`config.mk`:
```
export PLATFORM = sky130hd
export DESIGN_NAME = tdcsm_top
export DESIGN_NICKNAME = d
export VERILOG_FILES = /design/src/tdcsm_pkg.sv /design/src/tdcsm_hit_chan.sv /design/src/tdcsm_top.sv
export SDC_FILE = /design/constraint.sdc
export NUM_CORES = 2
export LEC_CHECK = 0
export BUFFER_PORTS_ARGS = -buffer_cell sky130_fd_sc_hd__buf_2
export CORE_UTILIZATION = 25
export CTS_CLUSTER_DIAMETER = 200
export DETAILED_ROUTE_END_ITERATION = 12
export HOLD_SLACK_MARGIN = 0.1
export PLACE_DENSITY = 0.48
export SYNTH_ARGS = -nofsm -noshare
export SYNTH_HDL_FRONTEND = slang
export SYNTH_SLANG_ARGS = --single-unit
```
`constraint.sdc`:
```
create_clock -name i_clk -period 7.2 [get_ports i_clk]
set_clock_uncertainty 0.2 [all_clocks]
set_input_delay 1.08 -clock i_clk [delete_from_list [all_inputs] [get_ports i_clk]]
set_output_delay 1.08 -clock i_clk [all_outputs]
set_load 0.005 [all_outputs]
```
`src/tdcsm_pkg.sv`:
```
package tdcsm_pkg;

   // timing
   localparam int CLK_PS = 4000;
   localparam int DEAD_NS_0 = 5;
   localparam int DEAD_NS_1 = 10;
   localparam int DEAD_NS_2 = 15;
   localparam int DEAD_NS_3 = 20;
   localparam logic [2:0] DEAD_CYC_0 = 3'((DEAD_NS_0*1000+CLK_PS-1)/CLK_PS);
   localparam logic [2:0] DEAD_CYC_1 = 3'((DEAD_NS_1*1000+CLK_PS-1)/CLK_PS);
   localparam logic [2:0] DEAD_CYC_2 = 3'((DEAD_NS_2*1000+CLK_PS-1)/CLK_PS);
   localparam logic [2:0] DEAD_CYC_3 = 3'((DEAD_NS_3*1000+CLK_PS-1)/CLK_PS);

   // sizes
   localparam int NCHAN = 32;
   localparam logic [5:0] NCHAN_FULL = 6'h20;
   localparam logic [5:0] NCHAN_VHR = 6'h08;
   localparam logic [31:0] MASK_FULL = 32'hFFFF_FFFF;
   localparam logic [31:0] MASK_VHR = 32'h0000_00FF;

   // register offsets
   localparam logic [3:0] ADDR_SETUP = 4'h0;
   localparam logic [3:0] ADDR_ROLL = 4'h1;
   localparam logic [3:0] ADDR_CTRL = 4'h2;
   localparam logic [3:0] ADDR_STAT = 4'h3;
   localparam logic [3:0] ADDR_ACTIVE = 4'h4;
   localparam logic [3:0] ADDR_COARSE = 4'h5;

   // control bits
   localparam int CTRL_APPLY_BIT = 0;
   localparam int CTRL_RUN_BIT = 1;

   // setup codes
   localparam logic [2:0] DLL_SRC_PLL320 = 3'h3;
   localparam logic [1:0] DLL_MODE_320 = 2'h2;
   localparam logic [2:0] LRES_100PS = 3'h0;
   localparam logic [2:0] LRES_VHR = 3'h7;

   // reset values
   localparam logic [31:0] SETUP_RST = 32'h0001_0269;
   localparam logic [11:0] ROLL_RST = 12'hFFF;

   typedef struct packed
   {
      logic [13:0] rsvd;
      logic        leader;
      logic        keep_token;
      logic        bytewise;
      logic        serial;
      logic        match_en;
      logic [2:0]  lead_res;
      logic [1:0]  dll_mode;
      logic [2:0]  dll_src;
      logic [1:0]  dead;
      logic        pair_en;
      logic        trail_en;
      logic        lead_en;
   } tdcsm_setup_type;

   typedef struct packed
   {
      logic [18:0] rsvd;
      logic        running;
      logic        pending;
      logic        token_held;
      logic        ok32;
      logic        res100;
      logic        dll320;
      logic        pll320;
      logic [5:0]  nchan;
   } tdcsm_status_type;

   typedef struct packed
   {
      logic        trail;
      logic [11:0] coarse;
   } tdcsm_stamp_type;

endpackage: tdcsm_pkg

```
`src/tdcsm_hit_chan.sv`:
```
`timescale 1ns/1ns
module tdcsm_hit_chan
(
   // clock and reset
   input  wire logic       i_clk,
   input  wire logic       i_nrst,
   input  wire logic       i_ce,
   // pin and setup
   input  wire logic       i_pin,
   input  wire logic       i_arm,
   input  wire logic       i_rise_en,
   input  wire logic       i_fall_en,
   input  wire logic [2:0] i_dead_cyc,
   // hit event
   output logic            o_hit,
   output logic            o_fall
);

   logic       s1_reg;
   logic       s2_reg;
   logic       s3_reg;
   logic       lvl_reg;
   logic [2:0] dead_reg;
   logic       chg;
   logic       fire;

   always_ff @(posedge i_clk or negedge i_nrst)
   begin
      if (!i_nrst)
      begin
         s1_reg <= 1'h0;
         s2_reg <= 1'h0;
         s3_reg <= 1'h0;
         lvl_reg <= 1'h0;
      end
      else if (i_ce)
      begin
         s1_reg <= i_pin;
         s2_reg <= s1_reg;
         s3_reg <= s2_reg;
         if (s2_reg == s3_reg)
            lvl_reg <= s3_reg;
      end
   end

   assign chg = (s2_reg == s3_reg) && (s3_reg != lvl_reg);
   assign fire = i_arm && (dead_reg == 3'h0) && chg &&
                 ((s3_reg && i_rise_en) || (!s3_reg && i_fall_en));
   assign o_hit = fire && i_ce;
   assign o_fall = !s3_reg;

   // blanking after each accepted hit
   always_ff @(posedge i_clk or negedge i_nrst)
   begin
      if (!i_nrst)
         dead_reg <= 3'h0;
      else if (i_ce)
      begin
         if (fire)
            dead_reg <= i_dead_cyc;
         else if (dead_reg != 3'h0)
            dead_reg <= dead_reg - 3'h1;
      end
   end
endmodule: tdcsm_hit_chan

```
`src/tdcsm_top.sv`:
```
// Local design decisions: the register addresses and the strobed register port.
`timescale 1ns/1ns
// Contract
// - finest resolution mode leaves only eight channels active.
// - 32 channels give 100ps bins from the 320MHz multiplied clock.
// - every hit is an absolute stamp; no common start or stop.
// - coarse count wraps at programmed value; FFF wraps naturally.
// - without matching each measurement leaves as its own word.
// - token kept until all stored data left over the 32 bit bus.
// - rising edges only when leading 1, trailing 0, pairing 0.
// - dead time code 01 blanks a channel 10 ns after a hit.
// - clock source code 011 selects the 320MHz loop clock.
// - delay-line range code 10 selects 320MHz operation.
// - leading bin code 000 selects 100ps resolution.
// - matching enable 0 passes all stored measurements to read-out.
// - bitwise select 0 uses the parallel port, not the serial link.
// - leader select 0 makes the device a chain follower.
module tdcsm_top
(
   // clock and reset
   input  wire logic        i_clk,
   input  wire logic        i_nrst,
   input  wire logic        i_ce,
   // register port
   input  wire logic [3:0]  i_addr,
   input  wire logic [31:0] i_wdata,
   input  wire logic        i_wr,
   input  wire logic        i_rd,
   output logic      [31:0] o_rdata,
   // hit pins
   input  wire logic [31:0] i_hit,
   // read-out bus
   input  wire logic        i_token_in,
   output logic             o_token_out,
   output logic             o_valid,
   input  wire logic        i_ack,
   output logic      [31:0] o_data,
   // decoded roles
   output logic             o_leader,
   output logic             o_serial_en,
   output logic             o_match_en
);

   tdcsm_pkg::tdcsm_setup_type  stage_reg;
   tdcsm_pkg::tdcsm_setup_type  act_reg;
   tdcsm_pkg::tdcsm_status_type stat;
   tdcsm_pkg::tdcsm_stamp_type  stamp_reg [tdcsm_pkg::NCHAN];
   tdcsm_pkg::tdcsm_stamp_type  sel_stamp;

   logic [11:0] roll_stage_reg;
   logic [11:0] roll_reg;
   logic [11:0] coarse_reg;
   logic        run_reg;
   logic [31:0] pend_reg;
   logic [31:0] out_reg;
   logic        out_full_reg;
   logic [1:0]  byte_reg;
   logic        sent_reg;
   logic [31:0] rdata_reg;

   logic        apply;
   logic        run_wr;
   logic        vhr;
   logic [31:0] chan_mask;
   logic        rise_en;
   logic        fall_en;
   logic        lead_only;
   logic [2:0]  dead_cyc;
   logic [31:0] hit;
   logic [31:0] fall;
   logic [4:0]  sel;
   logic        take;
   logic        par_act;
   logic        beat_done;
   logic        word_done;
   logic        have_data;
   logic        one_shot;

   function automatic logic [4:0] first_idx(input logic [31:0] v);
      logic [4:0] idx;
      idx = 5'h00;
      for (int i = tdcsm_pkg::NCHAN - 1; i >= 0; i--)
         if (v[i])
            idx = 5'(i);
      return idx;
   endfunction: first_idx

   // register port strobes
   assign apply = i_wr && (i_addr == tdcsm_pkg::ADDR_CTRL) &&
                  i_wdata[tdcsm_pkg::CTRL_APPLY_BIT];
   assign run_wr = i_wr && (i_addr == tdcsm_pkg::ADDR_CTRL);

   // staged setup, applied on command
   always_ff @(posedge i_clk or negedge i_nrst)
   begin
      if (!i_nrst)
      begin
         stage_reg <= tdcsm_pkg::SETUP_RST;
         roll_stage_reg <= tdcsm_pkg::ROLL_RST;
      end
      else if (i_ce && i_wr)
      begin
         if (i_addr == tdcsm_pkg::ADDR_SETUP)
            stage_reg <= i_wdata;
         if (i_addr == tdcsm_pkg::ADDR_ROLL)
            roll_stage_reg <= i_wdata[11:0];
      end
   end

   always_ff @(posedge i_clk or negedge i_nrst)
   begin
      if (!i_nrst)
      begin
         act_reg <= tdcsm_pkg::SETUP_RST;
         roll_reg <= tdcsm_pkg::ROLL_RST;
      end
      else if (i_ce && apply)
      begin
         act_reg <= stage_reg;
         roll_reg <= roll_stage_reg;
      end
   end

   always_ff @(posedge i_clk or negedge i_nrst)
   begin
      if (!i_nrst)
         run_reg <= 1'h0;
      else if (i_ce && run_wr)
         run_reg <= i_wdata[tdcsm_pkg::CTRL_RUN_BIT];
   end

   // setup decode
   assign vhr = act_reg.lead_res == tdcsm_pkg::LRES_VHR;
   assign chan_mask = vhr ? tdcsm_pkg::MASK_VHR
                          : tdcsm_pkg::MASK_FULL;
   assign lead_only = act_reg.lead_en && !act_reg.trail_en && !act_reg.pair_en;
   assign rise_en = act_reg.lead_en || act_reg.pair_en;
   assign fall_en = act_reg.trail_en || act_reg.pair_en;
   assign par_act = !act_reg.serial && !act_reg.match_en;
   assign o_leader = act_reg.leader;
   assign o_serial_en = act_reg.serial;
   assign o_match_en = act_reg.match_en;

   always_comb
   begin
      unique case (act_reg.dead)
         2'h0: dead_cyc = tdcsm_pkg::DEAD_CYC_0;
         2'h1: dead_cyc = tdcsm_pkg::DEAD_CYC_1;
         2'h2: dead_cyc = tdcsm_pkg::DEAD_CYC_2;
         2'h3: dead_cyc = tdcsm_pkg::DEAD_CYC_3;
      endcase
   end

   // per-channel front ends
   genvar g;
   generate
      for (g = 0; g < tdcsm_pkg::NCHAN; g++)
      begin: gen_chan
         tdcsm_hit_chan u_chan
         (
            .i_clk      (i_clk),
            .i_nrst     (i_nrst),
            .i_ce       (i_ce),
            .i_pin      (i_hit[g]),
            .i_arm      (run_reg && chan_mask[g]),
            .i_rise_en  (rise_en),
            .i_fall_en  (fall_en),
            .i_dead_cyc (dead_cyc),
            .o_hit      (hit[g]),
            .o_fall     (fall[g])
         );
      end
   endgenerate

   // coarse count, held at zero while run is off, counting from zero once run is set
   always_ff @(posedge i_clk or negedge i_nrst)
   begin
      if (!i_nrst)
         coarse_reg <= 12'h000;
      else if (i_ce)
      begin
         if (!run_reg)
            coarse_reg <= 12'h000;
         else if (coarse_reg == roll_reg)
            coarse_reg <= 12'h000;
         else
            coarse_reg <= coarse_reg + 12'h001;
      end
   end

   // one stored stamp per channel
   assign sel = first_idx(pend_reg);
   assign sel_stamp = stamp_reg[sel];
   assign take = !out_full_reg && (pend_reg != 32'h0000_0000);

   always_ff @(posedge i_clk or negedge i_nrst)
   begin
      if (!i_nrst)
         pend_reg <= 32'h0000_0000;
      else if (i_ce)
      begin
         for (int i = 0; i < tdcsm_pkg::NCHAN; i++)
         begin
            if (hit[i])
               pend_reg[i] <= 1'h1;
            else if (take && (sel == 5'(i)))
               pend_reg[i] <= 1'h0;
         end
      end
   end

   always_ff @(posedge i_clk or negedge i_nrst)
   begin
      if (!i_nrst)
      begin
         for (int i = 0; i < tdcsm_pkg::NCHAN; i++)
            stamp_reg[i] <= '0;
      end
      else if (i_ce)
      begin
         for (int i = 0; i < tdcsm_pkg::NCHAN; i++)
            if (hit[i])
               stamp_reg[i] <= {fall[i], coarse_reg};
      end
   end

   // output word stage
   assign beat_done = o_valid && i_ack;
   assign word_done = beat_done &&
                      (!act_reg.bytewise || (byte_reg == 2'h3));
   assign one_shot = !act_reg.keep_token && sent_reg;

   always_ff @(posedge i_clk or negedge i_nrst)
   begin
      if (!i_nrst)
      begin
         out_reg <= 32'h0000_0000;
         out_full_reg <= 1'h0;
         byte_reg <= 2'h0;
      end
      else if (i_ce)
      begin
         if (take)
         begin
            out_reg <= {3'h0, sel, sel_stamp.trail, 11'h000,
                        sel_stamp.coarse};
            out_full_reg <= 1'h1;
            byte_reg <= 2'h0;
         end
         else if (word_done)
         begin
            out_full_reg <= 1'h0;
            byte_reg <= 2'h0;
         end
         else if (beat_done)
         begin
            out_reg <= {out_reg[23:0], 8'h00};
            byte_reg <= byte_reg + 2'h1;
         end
      end
   end

   always_ff @(posedge i_clk or negedge i_nrst)
   begin
      if (!i_nrst)
         sent_reg <= 1'h0;
      else if (i_ce)
      begin
         if (!i_token_in)
            sent_reg <= 1'h0;
         else if (word_done)
            sent_reg <= 1'h1;
      end
   end

   // token and bus handshake
   assign have_data = out_full_reg || (pend_reg != 32'h0000_0000);
   assign o_valid = out_full_reg && i_token_in && par_act &&
                    !one_shot;
   assign o_token_out = i_token_in &&
                        (!par_act || !have_data || one_shot);
   assign o_data = act_reg.bytewise ? {24'h00_0000, out_reg[31:24]}
                                    : out_reg;

   // status view
   always_comb
   begin
      stat = '0;
      stat.nchan = vhr ? tdcsm_pkg::NCHAN_VHR : tdcsm_pkg::NCHAN_FULL;
      stat.pll320 = act_reg.dll_src == tdcsm_pkg::DLL_SRC_PLL320;
      stat.dll320 = act_reg.dll_mode == tdcsm_pkg::DLL_MODE_320;
      stat.res100 = act_reg.lead_res == tdcsm_pkg::LRES_100PS;
      stat.ok32 = stat.pll320 && stat.dll320 && stat.res100;
      stat.token_held = i_token_in && !o_token_out;
      stat.pending = have_data;
      stat.running = run_reg;
   end

   always_ff @(posedge i_clk or negedge i_nrst)
   begin
      if (!i_nrst)
         rdata_reg <= 32'h0000_0000;
      else if (i_ce)
      begin
         if (i_rd)
         begin
            case (i_addr)
               tdcsm_pkg::ADDR_SETUP:  rdata_reg <= stage_reg;
               tdcsm_pkg::ADDR_ROLL:   rdata_reg <= {20'h0, roll_stage_reg};
               tdcsm_pkg::ADDR_CTRL:   rdata_reg <= {30'h0, run_reg, 1'h0};
               tdcsm_pkg::ADDR_STAT:   rdata_reg <= stat;
               tdcsm_pkg::ADDR_ACTIVE: rdata_reg <= act_reg;
               tdcsm_pkg::ADDR_COARSE: rdata_reg <= {20'h0, coarse_reg};
               default:                rdata_reg <= 32'h0000_0000;
            endcase
         end
         else
            rdata_reg <= 32'h0000_0000;
      end
   end

   assign o_rdata = rdata_reg;
endmodule: tdcsm_top

```
==> metrics <==
status=completed; leading area contributor after synthesis=dfrtp_1; CTS hold repair buffers=0; synth cell count leaders=805 x dfrtp_1, 644 x nand2_1, 536 x mux2_2; Initial DRT Pass Iterations=6; DR vias/cell=4.81; global-route wire length before repair=189 mm; Avg Inst Size Synth=10.5 um2; cells along the critical path=nor4_1 > nand4_1 > or3_1 > a21oi_1 > buf_2; synth top area cells=dfrtp_1 50%, mux2_2 15%, nand2_1 6.0%; clock network power share=0.347; Post-CTS Setup Inserts=0; final setup violation count=0; largest net degree at the start of global routing=164; Static Leak=~21 nW; number of synthesized flops with an enable pin=0; top-count cell post-synth=dfrtp_1; CTS clk-pin slew, worst paths=0.06 ns; row count=146; post-synth top area share=0.502; Seq/Total Area, Yosys=0.526; prevailing post-synth register cell=dfrtp_1; Final period util=0.612; Placer Congestion=0.912; Final min period=4.41 ns; critical path's largest stage delay=~0.63 ns; CP endpoint kind=output pin; max reg flops=416; Post-Synthesis Cells=around 3.8k; Internal=9.39 mW; Crit path required time=5.92 ns; 1st-iter DRT viols=2,101; setup TNS=0 ns; grt ovf=0; Antenna Nets Post-Route=0; Clock Path Buffers=3; register bit total from synthesis=841; post-synth cell types=slightly above 80; final core utilization=0.291; GRT Total Usage=0.152; Gate power share=0.247; CTS tree=yes; Pwr Density=308 nW/um2; fillcell total=16.4k; Initial Util=0.253; max capacitance violation total=0; Max-slew headroom=0.225; number of antenna violations at the first check in global routing=8; Worst EP arrival=3.13 ns; H-tree depth=3; Tightest Pin Transition=between 1 and 1.5 ns; Setup Crit Path Kind=flip-flop to output pin; RSZ-0062 raised after global routing=no; root buf cell=clkbuf_16; area grow syn2layout=15.1%; Routed wire per std cell=20.6 um; fin nets=4,005; asr flop ratio synth=1.00; I/O Pins=roughly 140; clock sinks=~840; synthesized area=40,100 um2; number of synthesis warnings=0; switch share=0.339; total number of vias=between 20k and 30k; core footprint=159,000 um2; highest achievable clock rate=227 MHz; total CTS buffers=91; Die Width=403 um; # port buffers=143; area of the multi-input gates=17,600 um2; DP HPWL=81.8 mm; Pins Over Slew Limit=0; post-cts resize count=0; die area=162,000 um2; die height=403 um; syn nets=3,944; WL final=~120 mm; Hold Path Class=flip-flop to flip-flop; slowest CP cell=nor4_1; maximum VDD drop=roughly 0.19 mV; Reg area=21,100 um2; Max FO, Critical Path=7; layout cells sized above 1=0.244; vias in the first global route=29.1k; worst skew pair latency=a little under 0.7 ns; part of the power in registers=0.406; Setup crit start kind=flip-flop; residual DRC count=0; Switch Pwr=roughly 4.8 mW; Hold Vio Cnt, Final=0
## path summary, 6_finish.rpt
path,startpoint,endpoint,slack [ns],cells after the start
max reg2reg,pend_reg[6],out_reg[5],3.03,9
min in group asynchronous,i_nrst,stamp_reg[27],0.29,1
min reg2reg,stamp_reg[40],stamp_reg[40],0.28,2
min,stamp_reg[40],stamp_reg[40],0.28,2
max in group asynchronous,i_nrst,pend_reg[10],4.94,2
max,pend_reg[9],o_token_out,2.79,5
## power groups by stage
stage	Clock, mW	Sequential (mW)	Combinational (mW)
after floorplan	0	5.65	2.46
after global placement	0	5.84	3.45
after detailed placement	0	5.85	3.53
after CTS	5.07	5.77	3.54
after global routing	5.24	5.84	3.91
final	4.93	5.77	3.51
## metal layers
metal  global-route usage  wire [um]  up-vias
met3               0.0177       4340      169
met2                0.257      60200      553
li1                     -          -    13400
met4               0.0518       3710        6
met5                    0         27        -
met1                0.200      55300    14800
## cells by family (layout without fill, tap and decap cells)
family          after synthesis  count (layout)  synth area share
simple gates               1195            1195             0.133
flops                       841             841             0.526
compound gates              705             705             0.112
mux                         604             604             0.168
buf+inv                     373             509            0.0372
fa+ha+maj                    66              66            0.0206
xor+xnor                     19              19           0.00415
other cells                   0               2                 0
## worst max-delay path, delay by kind of cell (launching register included)
family / cells / cell delay (ns)
compound gates: 1 / 0.21
buf+inv: 1 / 0.15
flops: 1 / 0.45
simple gates: 3 / 1.63
## cell type report
type	instances	share of cell area
inverter	143	0.0116
clock buffer	124	0.0560
multi-input combinational	2589	0.381
sequential	841	0.457
timing repair buffer	198	0.0262
antenna	2	0.000108
clock inverter	44	0.0118
tap	2072	0.0562
## through the flow
step                      instances  instance area [um2]  setup WS, ns  hold slack [ns]  total power, mW
after floorplan                3803                40100          4.20            0.244             8.10
after global placement         5843                43000          3.12            0.261             9.28
after detailed placement       5843                43000          3.11            0.270             9.38
after CTS                      6011                46100          2.79            0.283             14.4
after global routing           6011                46100          2.70            0.304             15.0
final                          6013                46200          2.79            0.279             14.2
## placed cells by master (no fill, tap or decap), types with 26 or more instances in the layout
cell type / n
a32oi_1: 28
nor3_1: 41
dfrtp_1: 801
a22oi_1: 33
buf_2: 141
ha_1: 66
o21ai_0: 198
a21oi_1: 191
nor2_1: 187
mux2i_1: 62
nor3b_1: 28
nand3_1: 88
o211ai_1: 26
dfstp_2: 36
nand2b_1: 76
clkbuf_16: 93
o21a_1: 31
nand4_1: 28
o22ai_1: 39
a31oi_1: 33
mux2_2: 536
nand2_1: 643
buf_4: 50
a22o_1: 49
inv_1: 143
nor2b_1: 34
No activity file was read; power rests on OpenSTA's default activity.
